$ cat src/common/tmr_defs.svh
// Register map, field positions and reset values of the 8-bit timer core
`ifndef TMR_DEFS_SVH
`define TMR_DEFS_SVH

`define TMR_ADDR_W      8
`define TMR_ADDR_CTRL_A 8'h00
`define TMR_ADDR_CTRL_B 8'h04
`define TMR_ADDR_COUNT  8'h08
`define TMR_ADDR_CMP_A  8'h0C
`define TMR_ADDR_CMP_B  8'h10
`define TMR_ADDR_MASK   8'h14
`define TMR_ADDR_FLAG   8'h18
`define TMR_ADDR_ASYNC  8'h1C

`define TMR_COM_A_HI    7
`define TMR_COM_B_HI    5
`define TMR_WGM_LO_HI   1
`define TMR_FOC_A_BIT   7
`define TMR_WGM2_BIT    3
`define TMR_CS_HI       2
`define TMR_ASYNC_BIT   0
`define TMR_FLAG_OVF    0
`define TMR_FLAG_A      1

`define TMR_BOTTOM      8'h00
`define TMR_MAX         8'hFF
`define TMR_RST_BYTE    8'h00
`define TMR_RST_NIB     4'h0
`define TMR_RST_FLAGS   3'h0
`define TMR_WGM_NORMAL  3'h0
`define TMR_WGM_CTC     3'h2
`define TMR_WGM_FAST_A  3'h7
`define TMR_COM_TOGGLE  2'h1
`define TMR_COM_CLEAR   2'h2
`define TMR_COM_SET     2'h3

`define TMR_PRE_W       10
`define TMR_MSK_DIV8    10'h007
`define TMR_MSK_DIV32   10'h01F
`define TMR_MSK_DIV64   10'h03F
`define TMR_MSK_DIV128  10'h07F
`define TMR_MSK_DIV256  10'h0FF
`define TMR_MSK_DIV1024 10'h3FF
`define TMR_MSK_DIV1    10'h000

`endif

$ cat src/common/tmr_pkg.sv
// Types shared by the timer core files
package tmr_pkg;
  typedef enum logic {TMR_UP, TMR_DOWN} tmr_dir_t;
  typedef logic [7:0] tmr_byte_t;
endpackage

$ cat src/hdl/tmr_core.sv
// 8-bit timer/counter core with two compare channels and an APB register file
//
// Register access over APB and the address map were chosen for this implementation.
`timescale 1ns/1ps
`default_nettype none
`include "tmr_defs.svh"
module tmr_core import tmr_pkg::*; (
  // Clock and reset
  input  wire logic                  pclk,
  input  wire logic                  presetn,
  // APB slave
  input  wire logic                  psel,
  input  wire logic                  penable,
  input  wire logic                  pwrite,
  input  wire logic [`TMR_ADDR_W-1:0] paddr,
  input  wire logic [31:0]           pwdata,
  output logic      [31:0]           prdata,
  output logic                       pready,
  output logic                       pslverr,
  // Oscillator pins
  input  wire logic                  osc_pin_in,
  output logic                       osc_pin_out,
  // Waveform outputs
  output logic                       wave_out_a,
  output logic                       wave_out_b,
  // Interrupt requests and service acknowledges (ovf, a, b)
  output logic      [2:0]            irq,
  input  wire logic [2:0]            irq_ack
);
  // Register state
  tmr_byte_t  ctrl_a_q;
  logic [3:0] ctrl_b_q;
  tmr_byte_t  count_value_q;
  tmr_byte_t  cmp_buf_q [2];
  tmr_byte_t  cmp_act_q [2];
  logic [2:0] timer_mask_reg_q;
  logic [2:0] timer_flag_reg_q;
  logic       async_clock_select_q;
  logic       block_q;
  tmr_dir_t   dir_q;
  logic       oc_q [2];
  logic [2:0] irq_q;
  logic [31:0] prdata_q;
  logic        pready_q;
  logic        pslverr_q;

  // Bus decode
  logic       setup_ph;
  logic       wr_en;
  logic       we_ctrl_a, we_ctrl_b, we_count, we_cmp_a, we_cmp_b;
  logic       we_mask, we_flag, we_async;
  logic       addr_hit;
  logic [31:0] rd_data;

  // Counter decode
  logic [2:0] waveform_mode_field;
  logic [2:0] clock_select_field;
  logic       timer_tick;
  logic       pwm_mode, fast_mode, pc_mode, ctc_mode, top_is_cmp;
  tmr_byte_t  top_val;
  logic       at_top, at_bot, at_max;
  tmr_byte_t  count_next;
  tmr_dir_t   dir_next;
  logic       ovf_set;
  logic       buf_load;
  logic       bot_event;
  logic [1:0] hit;
  logic [1:0] force_match_strobe;
  logic [2:0] flag_set;
  logic [2:0] flag_clr;
  logic [2:0] flag_d;

  assign setup_ph  = psel & ~penable;
  assign wr_en     = psel & penable & pready_q & pwrite;
  assign we_ctrl_a = wr_en & (paddr == `TMR_ADDR_CTRL_A);
  assign we_ctrl_b = wr_en & (paddr == `TMR_ADDR_CTRL_B);
  assign we_count  = wr_en & (paddr == `TMR_ADDR_COUNT);
  assign we_cmp_a  = wr_en & (paddr == `TMR_ADDR_CMP_A);
  assign we_cmp_b  = wr_en & (paddr == `TMR_ADDR_CMP_B);
  assign we_mask   = wr_en & (paddr == `TMR_ADDR_MASK);
  assign we_flag   = wr_en & (paddr == `TMR_ADDR_FLAG);
  assign we_async  = wr_en & (paddr == `TMR_ADDR_ASYNC);
  assign addr_hit  = (paddr == `TMR_ADDR_CTRL_A) | (paddr == `TMR_ADDR_CTRL_B) |
                     (paddr == `TMR_ADDR_COUNT)  | (paddr == `TMR_ADDR_CMP_A) |
                     (paddr == `TMR_ADDR_CMP_B)  | (paddr == `TMR_ADDR_MASK) |
                     (paddr == `TMR_ADDR_FLAG)   | (paddr == `TMR_ADDR_ASYNC);

  // buffered view on reads
  // Buffer is written in every mode, so it always equals what software last wrote
  assign rd_data =
    (paddr == `TMR_ADDR_CTRL_A) ? {24'h000000, ctrl_a_q} :
    (paddr == `TMR_ADDR_CTRL_B) ? {28'h0000000, ctrl_b_q} :
    (paddr == `TMR_ADDR_COUNT)  ? {24'h000000, count_value_q} :
    (paddr == `TMR_ADDR_CMP_A)  ? {24'h000000, cmp_buf_q[0]} :
    (paddr == `TMR_ADDR_CMP_B)  ? {24'h000000, cmp_buf_q[1]} :
    (paddr == `TMR_ADDR_MASK)   ? {29'h00000000, timer_mask_reg_q} :
    (paddr == `TMR_ADDR_FLAG)   ? {29'h00000000, timer_flag_reg_q} :
    (paddr == `TMR_ADDR_ASYNC)  ? {31'h00000000, async_clock_select_q} : 32'h00000000;

  // mode field split over two registers
  assign waveform_mode_field = {ctrl_b_q[`TMR_WGM2_BIT], ctrl_a_q[`TMR_WGM_LO_HI:0]};
  assign clock_select_field  = ctrl_b_q[`TMR_CS_HI:0];
  assign pwm_mode   = waveform_mode_field[0];
  assign fast_mode  = waveform_mode_field[1] & waveform_mode_field[0];
  assign pc_mode    = ~waveform_mode_field[1] & waveform_mode_field[0];
  assign ctc_mode   = (waveform_mode_field == `TMR_WGM_CTC);
  assign top_is_cmp = (waveform_mode_field[2] & pwm_mode) | ctc_mode;

  assign top_val = top_is_cmp ? cmp_act_q[0] : `TMR_MAX;
  assign at_top  = (count_value_q == top_val);
  assign at_bot  = (count_value_q == `TMR_BOTTOM);
  assign at_max  = (count_value_q == `TMR_MAX);

  // clear at top in clear-on-match and fast modes: compare A, or max in fast mode 3
  always_comb begin
    dir_next   = dir_q;
    count_next = count_value_q + 8'h01;
    if (ctc_mode | fast_mode) begin
      if (at_top) begin
        count_next = `TMR_BOTTOM;
      end
    end else if (pc_mode) begin
      if (dir_q == TMR_UP) begin
        if (at_top) begin
          dir_next   = TMR_DOWN;
          count_next = count_value_q - 8'h01;
        end
      end else if (at_bot) begin
        dir_next = TMR_UP;
      end else begin
        count_next = count_value_q - 8'h01;
      end
    end
  end

  // normal wrap sets overflow
  // Phase-correct overflows at bottom, fast at top, the others on the wrap from max
  assign ovf_set = timer_tick & (pc_mode ? ((dir_q == TMR_DOWN) & at_bot) :
                                 fast_mode ? at_top : at_max);
  assign buf_load  = pwm_mode & timer_tick & at_top;
  assign bot_event = fast_mode & timer_tick & at_top;

  tmr_clk_sel u_clk_sel (
    .pclk        (pclk),
    .presetn     (presetn),
    .async_sel   (async_clock_select_q),
    .clk_sel     (clock_select_field),
    .osc_pin_in  (osc_pin_in),
    .osc_pin_out (osc_pin_out),
    .tick        (timer_tick)
  );

  // APB answer: zero wait states, data captured in setup
  always_ff @(posedge pclk or negedge presetn) begin
    if (!presetn) begin
      prdata_q  <= 32'h00000000;
      pready_q  <= 1'b0;
      pslverr_q <= 1'b0;
    end else begin
      pready_q  <= setup_ph;
      pslverr_q <= setup_ph & ~addr_hit;
      prdata_q  <= setup_ph & ~pwrite ? rd_data : prdata_q;
    end
  end

  // Control registers
  always_ff @(posedge pclk or negedge presetn) begin
    if (!presetn) begin
      ctrl_a_q             <= `TMR_RST_BYTE;
      ctrl_b_q             <= `TMR_RST_NIB;
      timer_mask_reg_q     <= `TMR_RST_FLAGS;
      async_clock_select_q <= 1'b0;
    end else begin
      if (we_ctrl_a) ctrl_a_q <= pwdata[7:0];
      if (we_ctrl_b) ctrl_b_q <= pwdata[3:0];
      if (we_mask) timer_mask_reg_q <= pwdata[2:0];
      if (we_async) async_clock_select_q <= pwdata[`TMR_ASYNC_BIT];
    end
  end

  always_ff @(posedge pclk or negedge presetn) begin
    if (!presetn) begin
      count_value_q <= `TMR_BOTTOM;
      dir_q         <= TMR_UP;
    end else if (we_count) begin
      count_value_q <= pwdata[7:0];
    end else if (timer_tick) begin
      count_value_q <= count_next;
      dir_q         <= dir_next;
    end
  end

  // block until next tick
  // Held across a stopped timer so the first tick after enable is still blocked
  always_ff @(posedge pclk or negedge presetn) begin
    if (!presetn) begin
      block_q <= 1'b0;
    end else begin
      block_q <= we_count | (block_q & ~timer_tick);
    end
  end

  genvar ch;
  generate
    for (ch = 0; ch < 2; ch++) begin : g_ch
      logic       we_cmp;
      logic [1:0] compare_output_mode;
      logic       match;
      logic       oc_d;

      assign we_cmp = ch == 0 ? we_cmp_a : we_cmp_b;
      assign compare_output_mode = ctrl_a_q[`TMR_COM_A_HI - 2 * ch -: 2];
      assign match   = (count_value_q == cmp_act_q[ch]);
      // match counted on the next tick
      assign hit[ch] = timer_tick & match & ~block_q;
      assign force_match_strobe[ch] = we_ctrl_b & pwdata[`TMR_FOC_A_BIT - ch] & ~pwm_mode;

      always_ff @(posedge pclk or negedge presetn) begin
        if (!presetn) begin
          cmp_buf_q[ch] <= `TMR_RST_BYTE;
          cmp_act_q[ch] <= `TMR_RST_BYTE;
        end else begin
          if (we_cmp) cmp_buf_q[ch] <= pwdata[7:0];
          if (we_cmp & ~pwm_mode) cmp_act_q[ch] <= pwdata[7:0];
          else if (buf_load) cmp_act_q[ch] <= cmp_buf_q[ch];
        end
      end

      always_comb begin
        oc_d = oc_q[ch];
        if (hit[ch] | force_match_strobe[ch]) begin
          if (!pwm_mode) begin
            case (compare_output_mode)
              `TMR_COM_TOGGLE: oc_d = ~oc_q[ch];
              `TMR_COM_CLEAR:  oc_d = 1'b0;
              `TMR_COM_SET:    oc_d = 1'b1;
              default:         oc_d = oc_q[ch];
            endcase
          end else if (compare_output_mode[1]) begin
            oc_d = compare_output_mode[0] ^ (pc_mode & (dir_q == TMR_DOWN));
          end else if (compare_output_mode[0] & (ch == 0) &
                       (waveform_mode_field == `TMR_WGM_FAST_A)) begin
            oc_d = ~oc_q[ch];
          end
        end
        // Bottom wins so a compare equal to top gives a steady level
        if (bot_event & compare_output_mode[1]) begin
          oc_d = ~compare_output_mode[0];
        end
      end

      always_ff @(posedge pclk or negedge presetn) begin
        if (!presetn) begin
          oc_q[ch] <= 1'b0;
        end else begin
          oc_q[ch] <= oc_d;
        end
      end
    end
  endgenerate

  // clear by service or written one
  assign flag_set = {hit[1], hit[0], ovf_set};
  assign flag_clr = (we_flag ? pwdata[2:0] : 3'h0) | irq_ack;
  // Set beats clear in one cycle
  assign flag_d   = (timer_flag_reg_q & ~flag_clr) | flag_set;

  always_ff @(posedge pclk or negedge presetn) begin
    if (!presetn) begin
      timer_flag_reg_q <= `TMR_RST_FLAGS;
      irq_q            <= `TMR_RST_FLAGS;
    end else begin
      timer_flag_reg_q <= flag_d;
      irq_q            <= timer_flag_reg_q & timer_mask_reg_q;
    end
  end

  assign prdata     = prdata_q;
  assign pready     = pready_q;
  assign pslverr    = pslverr_q;
  assign wave_out_a = oc_q[0];
  assign wave_out_b = oc_q[1];
  assign irq        = irq_q;
endmodule
`default_nettype wire

$ cat src/hdl/tmr_clk_sel.sv
// Timer clock source selection and prescaler, producing a one-cycle tick
`timescale 1ns/1ps
`default_nettype none
`include "tmr_defs.svh"
module tmr_clk_sel import tmr_pkg::*; (
  // Clock and reset
  input  wire logic       pclk,
  input  wire logic       presetn,
  // Selection
  input  wire logic       async_sel,
  input  wire logic [2:0] clk_sel,
  // Oscillator pins
  input  wire logic       osc_pin_in,
  output logic            osc_pin_out,
  // Timer tick
  output logic            tick
);
  logic                  sync1_q, sync2_q, sync3_q;
  logic [`TMR_PRE_W-1:0] pre_q;
  logic [`TMR_PRE_W-1:0] tap_mask;
  logic                  src_pulse;
  logic                  tick_d;

  // source select
  // Oscillator edges are counted on the bus clock, so it must run faster than the crystal
  assign src_pulse = async_sel ? (sync2_q & ~sync3_q) : 1'b1;
  assign tap_mask = (clk_sel == 3'h2) ? `TMR_MSK_DIV8 :
                    (clk_sel == 3'h3) ? `TMR_MSK_DIV32 :
                    (clk_sel == 3'h4) ? `TMR_MSK_DIV64 :
                    (clk_sel == 3'h5) ? `TMR_MSK_DIV128 :
                    (clk_sel == 3'h6) ? `TMR_MSK_DIV256 :
                    (clk_sel == 3'h7) ? `TMR_MSK_DIV1024 : `TMR_MSK_DIV1;
  assign tick_d = (clk_sel != 3'h0) & src_pulse & ((pre_q & tap_mask) == tap_mask);

  always_ff @(posedge pclk or negedge presetn) begin
    if (!presetn) begin
      sync1_q     <= 1'b0;
      sync2_q     <= 1'b0;
      sync3_q     <= 1'b0;
      pre_q       <= '0;
      tick        <= 1'b0;
      osc_pin_out <= 1'b1;
    end else begin
      sync1_q     <= osc_pin_in;
      sync2_q     <= sync1_q;
      sync3_q     <= sync2_q;
      pre_q       <= src_pulse ? pre_q + 1'b1 : pre_q;
      tick        <= tick_d;
      osc_pin_out <= ~sync2_q;
    end
  end
endmodule
`default_nettype wire

$ cat config.mk
export PLATFORM = sky130hd
export DESIGN_NAME = tmr_core
export DESIGN_NICKNAME = d
export VERILOG_FILES = /design/src/common/tmr_pkg.sv /design/src/hdl/tmr_core.sv /design/src/hdl/tmr_clk_sel.sv
export VERILOG_INCLUDE_DIRS = /design/src /design/src/common
export SDC_FILE = /design/constraint.sdc
export NUM_CORES = 1
export LEC_CHECK = 0
export BUFFER_PORTS_ARGS = -buffer_cell sky130_fd_sc_hd__buf_2
export CAP_MARGIN = 20
export CELL_PAD_IN_SITES_DETAIL_PLACEMENT = 1
export CELL_PAD_IN_SITES_GLOBAL_PLACEMENT = 1
export CORE_MARGIN = 2
export CORE_UTILIZATION = 40
export DETAILED_ROUTE_END_ITERATION = 8
export PLACE_DENSITY_LB_ADDON = 0.25
export SYNTH_ARGS = -nofsm -noshare
export SYNTH_HDL_FRONTEND = slang
export SYNTH_SLANG_ARGS = --single-unit
$ cat constraint.sdc
create_clock -name pclk -period 4.1 [get_ports pclk]
set_clock_uncertainty 0.15 [all_clocks]
set_input_delay 0.82 -clock pclk [delete_from_list [all_inputs] [get_ports pclk]]
set_output_delay 0.82 -clock pclk [all_outputs]
set_load 0.05 [all_outputs]
# Yosys cells after proc, flatten, opt, wreduce, memory -nomap -nowiden
# Cells that the tools add are included.
totals:
  regBits: 115
  inputBits: 49
  wordCells: 189
classes:
  add_sub_neg: 3
  eq_ne: 28
  mux: 45
  bitwise: 76
  reduce_logical: 13
ops:
  columns: ["operator", "n"]
  rows:
  - ["$mux 8", 18]
  - ["$mux 10", 6]
  - ["$and 1x1->1", 41]
  - ["$eq 8x5->1 const B", 4]
  - ["$eq 8x8->1", 3]
  - ["$eq 8x4->1 const B", 2]
  - ["$logic_not 8->1", 2]
  - ["$mux 1", 16]
  - ["$eq 3x3->1 const B", 5]
  - ["$not 1->1", 15]
  - ["$or 1x1->1", 12]
  - ["$add 10x1->10 const B", 1]
  - ["$and 10x10->10", 1]
  - ["$eq 10x10->1", 1]
  - ["$reduce_bool 2->1", 5]
  - ["$reduce_bool 5->1", 2]
  - ["$eq 3x2->1 const B", 3]
  - ["$mux 3", 3]
  - ["$add 8x1->8 const B", 1]
  - ["$eq 2x2->1 const B", 4]
  - ["$eq 8x3->1 const B", 1]
  - ["$eq 8x8->1 const B", 1]
  - ["$sub 8x1->8 const B", 1]
  - ["$and 3x3->3", 2]
  - ["10 further kinds", 15]

# Longest topological paths before layout
logic_depth:
  word_depth: 10
  mapped_depth: 10

# Hierarchy
# A second synthesis with hierarchy kept.
hier_totals:
  cells_unflattened: 550
  area_unflattened_um2: 5315.1
by_module_without_submodules:
  columns: ["mod", "instances", "cells_each", "area_per_inst_um2", "seq_area_each_um2"]
  rows:
  - ["tmr_core", 1, 496, 4674.5, 1901.8]
  - ["tmr_clk_sel", 1, 54, 640.6, 376.6]

# Worst setup path before layout
# OpenSTA, ideal clock, no wires.
synth_path:
  path_type: "in2reg"
  startpoint: "input paddr[1]"
  endpoint: "register cmp_act_q[1] (netlist name)"
  setup_ns: 0.121
  arrival_ns: 2.642
  required_time_ns: 3.829
  setup_slack_ns: 1.186
  stages: 7
  n_path_buf: 0
  path_cell_list: "or4_4 nor2_2 nand2_1 nor4_4 nand2_1 o22ai_1 nor2_1"
synth_between:
  elab_chain_len: 4
  word_cells_on_any_way: 5
synth_lines:
  columns: ["element", "line", "text"]
  rows:
  - ["start, declared", "tmr_core.sv:15", "input wire logic [`TMR_ADDR_W-1:0] paddr,"]
  - ["$eq 8x5->1 (no line) (*)", null, null]
  - ["$and 1x1->1 (*)", "tmr_core.sv:79", "assign we_cmp_b = wr_en & (paddr == `TMR_ADDR_CMP_B);"]
  - ["$and 1x1->1 (*)", "tmr_core.sv:224", "if (we_cmp & ~pwm_mode) cmp_act_q[ch] <= pwdata[7:0];"]
  - ["$mux 8 / $reduce_bool 2->1 (equally long branches)", null, null]
  - ["end signal, assigned by index", "tmr_core.sv:221", "cmp_act_q[ch] <= `TMR_RST_BYTE;"]
  - ["end signal, assigned by index", "tmr_core.sv:224", null]
  - ["end signal, assigned by index", "tmr_core.sv:225", "else if (buf_load) cmp_act_q[ch] <= cmp_buf_q[ch];"]
  - ["end, declared", "tmr_core.sv:35", "tmr_byte_t cmp_act_q [2];"]
# Mark *: on every way between the ends. The rest lies on a longest branch, timed or not.
# A chain may end at the register's enable or synchronous reset.

# Worst setup path in the final report
layout_path:
  startpoint: "register ctrl_a_q[0]"
  endpoint: "register oc_q, in the netlist wave_out_b"
layout_between:
  elab_chain_len: 8
  word_cells_on_any_way: 23
layout_lines:
  columns: ["element", "line", "text"]
  rows:
  - ["start, declared", "tmr_core.sv:31", "tmr_byte_t ctrl_a_q;"]
  - ["start signal, assigned", "tmr_core.sv:169", "ctrl_a_q <= `TMR_RST_BYTE;"]
  - ["start signal, assigned", "tmr_core.sv:174", "if (we_ctrl_a) ctrl_a_q <= pwdata[7:0];"]
  - ["$eq 3x2->1 (no line) / $and 1x1->1 (equally long branches)", null, null]
  - ["$or 1x1->1", "tmr_core.sv:107", "assign top_is_cmp = (waveform_mode_field[2] & pwm_mode) | ctc_mode;"]
  - ["$mux 8 (no line)", null, null]
  - ["$eq 8x8->1", "tmr_core.sv:110", "assign at_top = (count_value_q == top_val);"]
  - ["$and 1x1->1", "tmr_core.sv:141", "assign bot_event = fast_mode & timer_tick & at_top;"]
  - ["$and 1x1->1", "tmr_core.sv:247", "if (bot_event & compare_output_mode[1]) begin"]
  - ["$ne 3x1->1 (no line) (tied with other cells)", null, null]
  - ["$reduce_and 3->1 (no line)", null, null]
  - ["end signal, assigned by index", "tmr_core.sv:254", "oc_q[ch] <= 1'b0;"]
  - ["end signal, assigned by index", "tmr_core.sv:256", "oc_q[ch] <= oc_d;"]
  - ["end, declared", "tmr_core.sv:41", "logic oc_q [2];"]
# Several ways; a longest one is shown, not always the timed one. The select of a mux whose other input is x is not followed.

==> results <==
- The initial detailed-routing violation count is 273.
- Once the floorplan was initialized, standard cells occupied between 40 and 50% of the core.
- The number of placement rows is 41.
- The cell taking the most area after synthesis is dfrtp_1.
- The post-route netlist has between 10% and 20% of its cells at a drive strength greater than 1.
- In the detailed route, the total length drawn on met3 is roughly 460 µm.
- The antenna diode count is 0.
- Global routing consumed, over all layers together, roughly 22% of the routing resources.
- In the layout the commonest cells are dfrtp_1 (90), nand2_1 (63), buf_2 (39).
- The wire length on met2 is roughly 7300 µm.
- The placer's final routability congestion estimate is 0.8595.
- The predominant post-synthesis flop cell is dfrtp_1.
- The net count of the finished layout is roughly 640.
- For this design the ratio of total power to cell area is 385.1 nW/µm².
- The proportion of synthesized flip-flops having asynchronous set or reset is 100.0%.
- After synthesis, the largest area contributor takes up between 40% and 50% of total cell area.
- Global routing finished with a remaining overflow of 0.
- After detailed routing, the number of vias per cell comes to 5.597.
- The share of synthesized area occupied by flip-flops and latches is approximately 44%.
- Data on the critical path is required at its endpoint by between 4000 and 5000 ps.
- Max-cap violations in this run came to 0.
- The number of different library cells in the post-synthesis netlist is 65.
- The flow ran to the end, and the final reports show no timing, DRC or antenna violations.
- In this run the deepest clock path goes through 2 buffers.
- The maximum number of pins on one net before global-route repair is 69.
- The count of flip-flops with a built-in enable after synthesis is 0.
- The first global-routing pass estimated around 24000 µm of wire.
- The clock tree from TritonCTS is done.
- The area growth from synthesis to layout is 10.99%.
- The number of buffer cells added on primary ports is 40.
- The top layer reached by signal wires is met4.
- Of the total power, the share spent switching nets is 30.84%.
- The synthesized design contains 91 register bits.
- The worst path uses between 80% and 90% of the clock period.
- The worst voltage drop across the vdd grid is ~0.18 mV.
- The floorplan step defined a core boundary enclosing ~13000 µm².
- The net switching power is about 700 µW.
- The number of clock sinks is roughly 90.
- The number of antenna violations at the first check in global routing is 0.
- The routed design has 14790 µm of wire.
- Setup repair after global routing left no endpoint under its margin.
- The sum of internal, switching and leakage power is about 2.2 mW.
- The critical path class is register to register.
- The vertical die dimension is around 120 µm.
- The leakage power is 2.595 nW.
- The final-report setup violation count is 0.
- The total clock buffers created by CTS is 9.
- The category of the worst setup path launch point is a register.
- By area the synthesized netlist is led by dfrtp_1 (44%), mux2_2 (7.4%), nand2_1 (4.6%).
- The final hold violation count was 0.
- Per report_power, the clock group accounts for between 30% and 40% of the total.
- The detail route stage leaves a number of antenna-violating nets equal to 0.
- The Yosys step of the flow raised 0 warnings.
- The most common library cell in the layout ignoring fill and taps is dfrtp_1.
- The HPWL after detailed placement is around 11000 µm.
- Clock tree synthesis selected as its root buffer the cell clkbuf_16.
- The detailed router put a total of 6633 µm of wire on met1.
- The final-layout setup total negative slack is 0 ps.
- Data on the critical path arrives at its endpoint at ~3400 ps.
- The number of levels the H-tree was split into is 3.
- The remaining design rule violation count is 0.
- The full die area is 13850 µm².
- After clock tree synthesis, the flow added hold-fix buffers numbering 0.
- The number of setup buffers added after CTS is 0.
- A synthesized cell averages 9.383 µm².
- The fmax is approximately 300 MHz.
- The number of global-route vias before repair came to between 4000 and 5000.
- The worst setup path is captured at a register.
- The path type of the worst min-delay path is register to register.
- The layout has ~1500 filler cells.
- Per report_power, the combinational group accounts for between 10% and 20% of the total.
- The number of pins exceeding their max-slew limit in the final report came to 0.
- The slew at the pin closest to its max-slew limit is about 900 ps.
- The finished cells cover roughly 5700 µm².
- The internal power of the cells totals ~1.5 mW.
- Clock latency on the worst-skew pair, taken at its later pin, is 350 ps.
- From left edge to right edge, the die measures 117.7 µm.
- After detailed placement, the total cell area comes to 5449 µm².
- The number of gates given a new drive strength after cts is 0.
- The routed layout has 4259 vias.
- The gate count of the mapped netlist is approximately 550.
- The clock transition time at the flip-flop clock pins of the worst setup and hold paths is roughly 70 ps.
- The synthesized netlist occupies a cell area of around 5200 µm².
- Dividing the detail-routed wire length by the instance count gives around 19 µm.
- Measured against its own limit, the worst slew margin works out to between 40% and 50%.
- a little under 90 I/O pins were placed.
- The top fanout value on the critical path is 15.
- The routed design could run at a clock period as short as between 3000 and 4000 ps.
- The first TritonRoute pass finished after 4 iterations.
- The power share of the sequential group is approximately 47%.
per-stage QoR:
stage	setup WS, ps	hold slack [ps]	std cells	util (%)
2_1_floorplan	1186	181.2	574	-
3_3_place_gp	843.5	185.0	745	43.18
3_5_place_dp	729.9	188.7	745	43.18
4_1_cts	814.6	203.8	761	45.47
5_1_grt	620.0	205.7	761	45.47
6_report	787.3	202.1	761	45.47
Yosys cell counts (6+ instances only):
library cell and n:
a21oi_1 29, a31oi_1 8, and3_1 7, buf_2 9
buf_4 27, clkbuf_1 15, dfrtp_1 90, inv_1 20
mux2_2 34, mux2i_1 10, nand2_1 63, nand2b_1 7
nand3_1 21, nor2_1 35, nor2b_1 6, nor3_1 10
o21ai_0 30, o22ai_1 15, o31ai_1 6, xnor2_1 9
xor2_1 11
kinds of logic (layout without fill, tap and decap cells):
family	after synthesis	count (layout)	share of synthesized area, %
XOR/XNOR	20	20	3.388
buffers and inverters	77	92	7.768
AO/OA/AOI/OAI	132	132	16.53
adder cells (fa/ha/maj)	4	4	0.9681
AND/OR/NAND/NOR	182	182	17.86
multiplexers	44	44	9.342
other	1	24	0.07253
flip-flops	91	91	44.07
path summary, 6_finish.rpt:
check                                       startpoint                          end  slack, ps  cells after the start
min in group asynchronous                      presetn             irq[1]$_DFF_PN0_        450                      1
min reg2reg                u_clk_sel.sync1_q$_DFF_PN0_  u_clk_sel.sync2_q$_DFF_PN0_        200                      0
max                            ctrl_a_q[0]$_DFFE_PN0P_       wave_out_b$_DFFE_PN0P_        790                     10
max reg2reg                    ctrl_a_q[0]$_DFFE_PN0P_       wave_out_b$_DFFE_PN0P_        790                     10
min                        u_clk_sel.sync1_q$_DFF_PN0_  u_clk_sel.sync2_q$_DFF_PN0_        200                      0
max in group asynchronous                      presetn     cmp_buf_q[7]$_DFFE_PN0P_       2600                      2
area by class of cell:
class / instances / area [µm²] / area share [%]
clock inverter: 5 / 36.28 / 0.6324
tap: 172 / 215.2 / 3.751
sequential: 91 / 2278 / 39.71
timing repair buffer: 51 / 285.3 / 4.972
clock buffer: 11 / 252.7 / 4.405
inverter: 25 / 93.84 / 1.635
multi-input combinational: 406 / 2576 / 44.90
registers in the layout, indices dropped and copies added, names as in the netlist, 3 cells and up:
name	cells
cmp_act_q	16
cmp_buf_q	16
count_value_q	8
ctrl_a_q	8
ctrl_b_q	4
irq	3
prdata	8
timer_flag_reg_q	3
timer_mask_reg_q	3
u_clk_sel.pre_q	10
power by group through the flow:
stage	clock network [mW]	logic, mW	registers, mW
6_report	0.803	0.373	1.03
5_1_grt	0.865	0.416	1.04
4_1_cts	0.833	0.375	1.03
3_5_place_dp	0	0.372	1.05
3_3_place_gp	0	0.359	1.04
2_1_floorplan	0	0.310	1.01
routing by layer:
layer  global-route usage (%)  up-vias
met5                        0        -
met4                    10.02        0
met3                    2.713       29
met2                    37.57       95
met1                    28.98     2145
li1                         -     1990
critical path, cell delays in order, from the launching register on:
cell and delay [ps]:
dfrtp_1 590, nor3b_1 490, a21oi_1 160, o41a_1 390, nor4_4 140, buf_4 230
and3_1 180, buf_4 230, nand3_2 130, and4_1 230, o41ai_2 310
(Power assumes the default switching activity.)
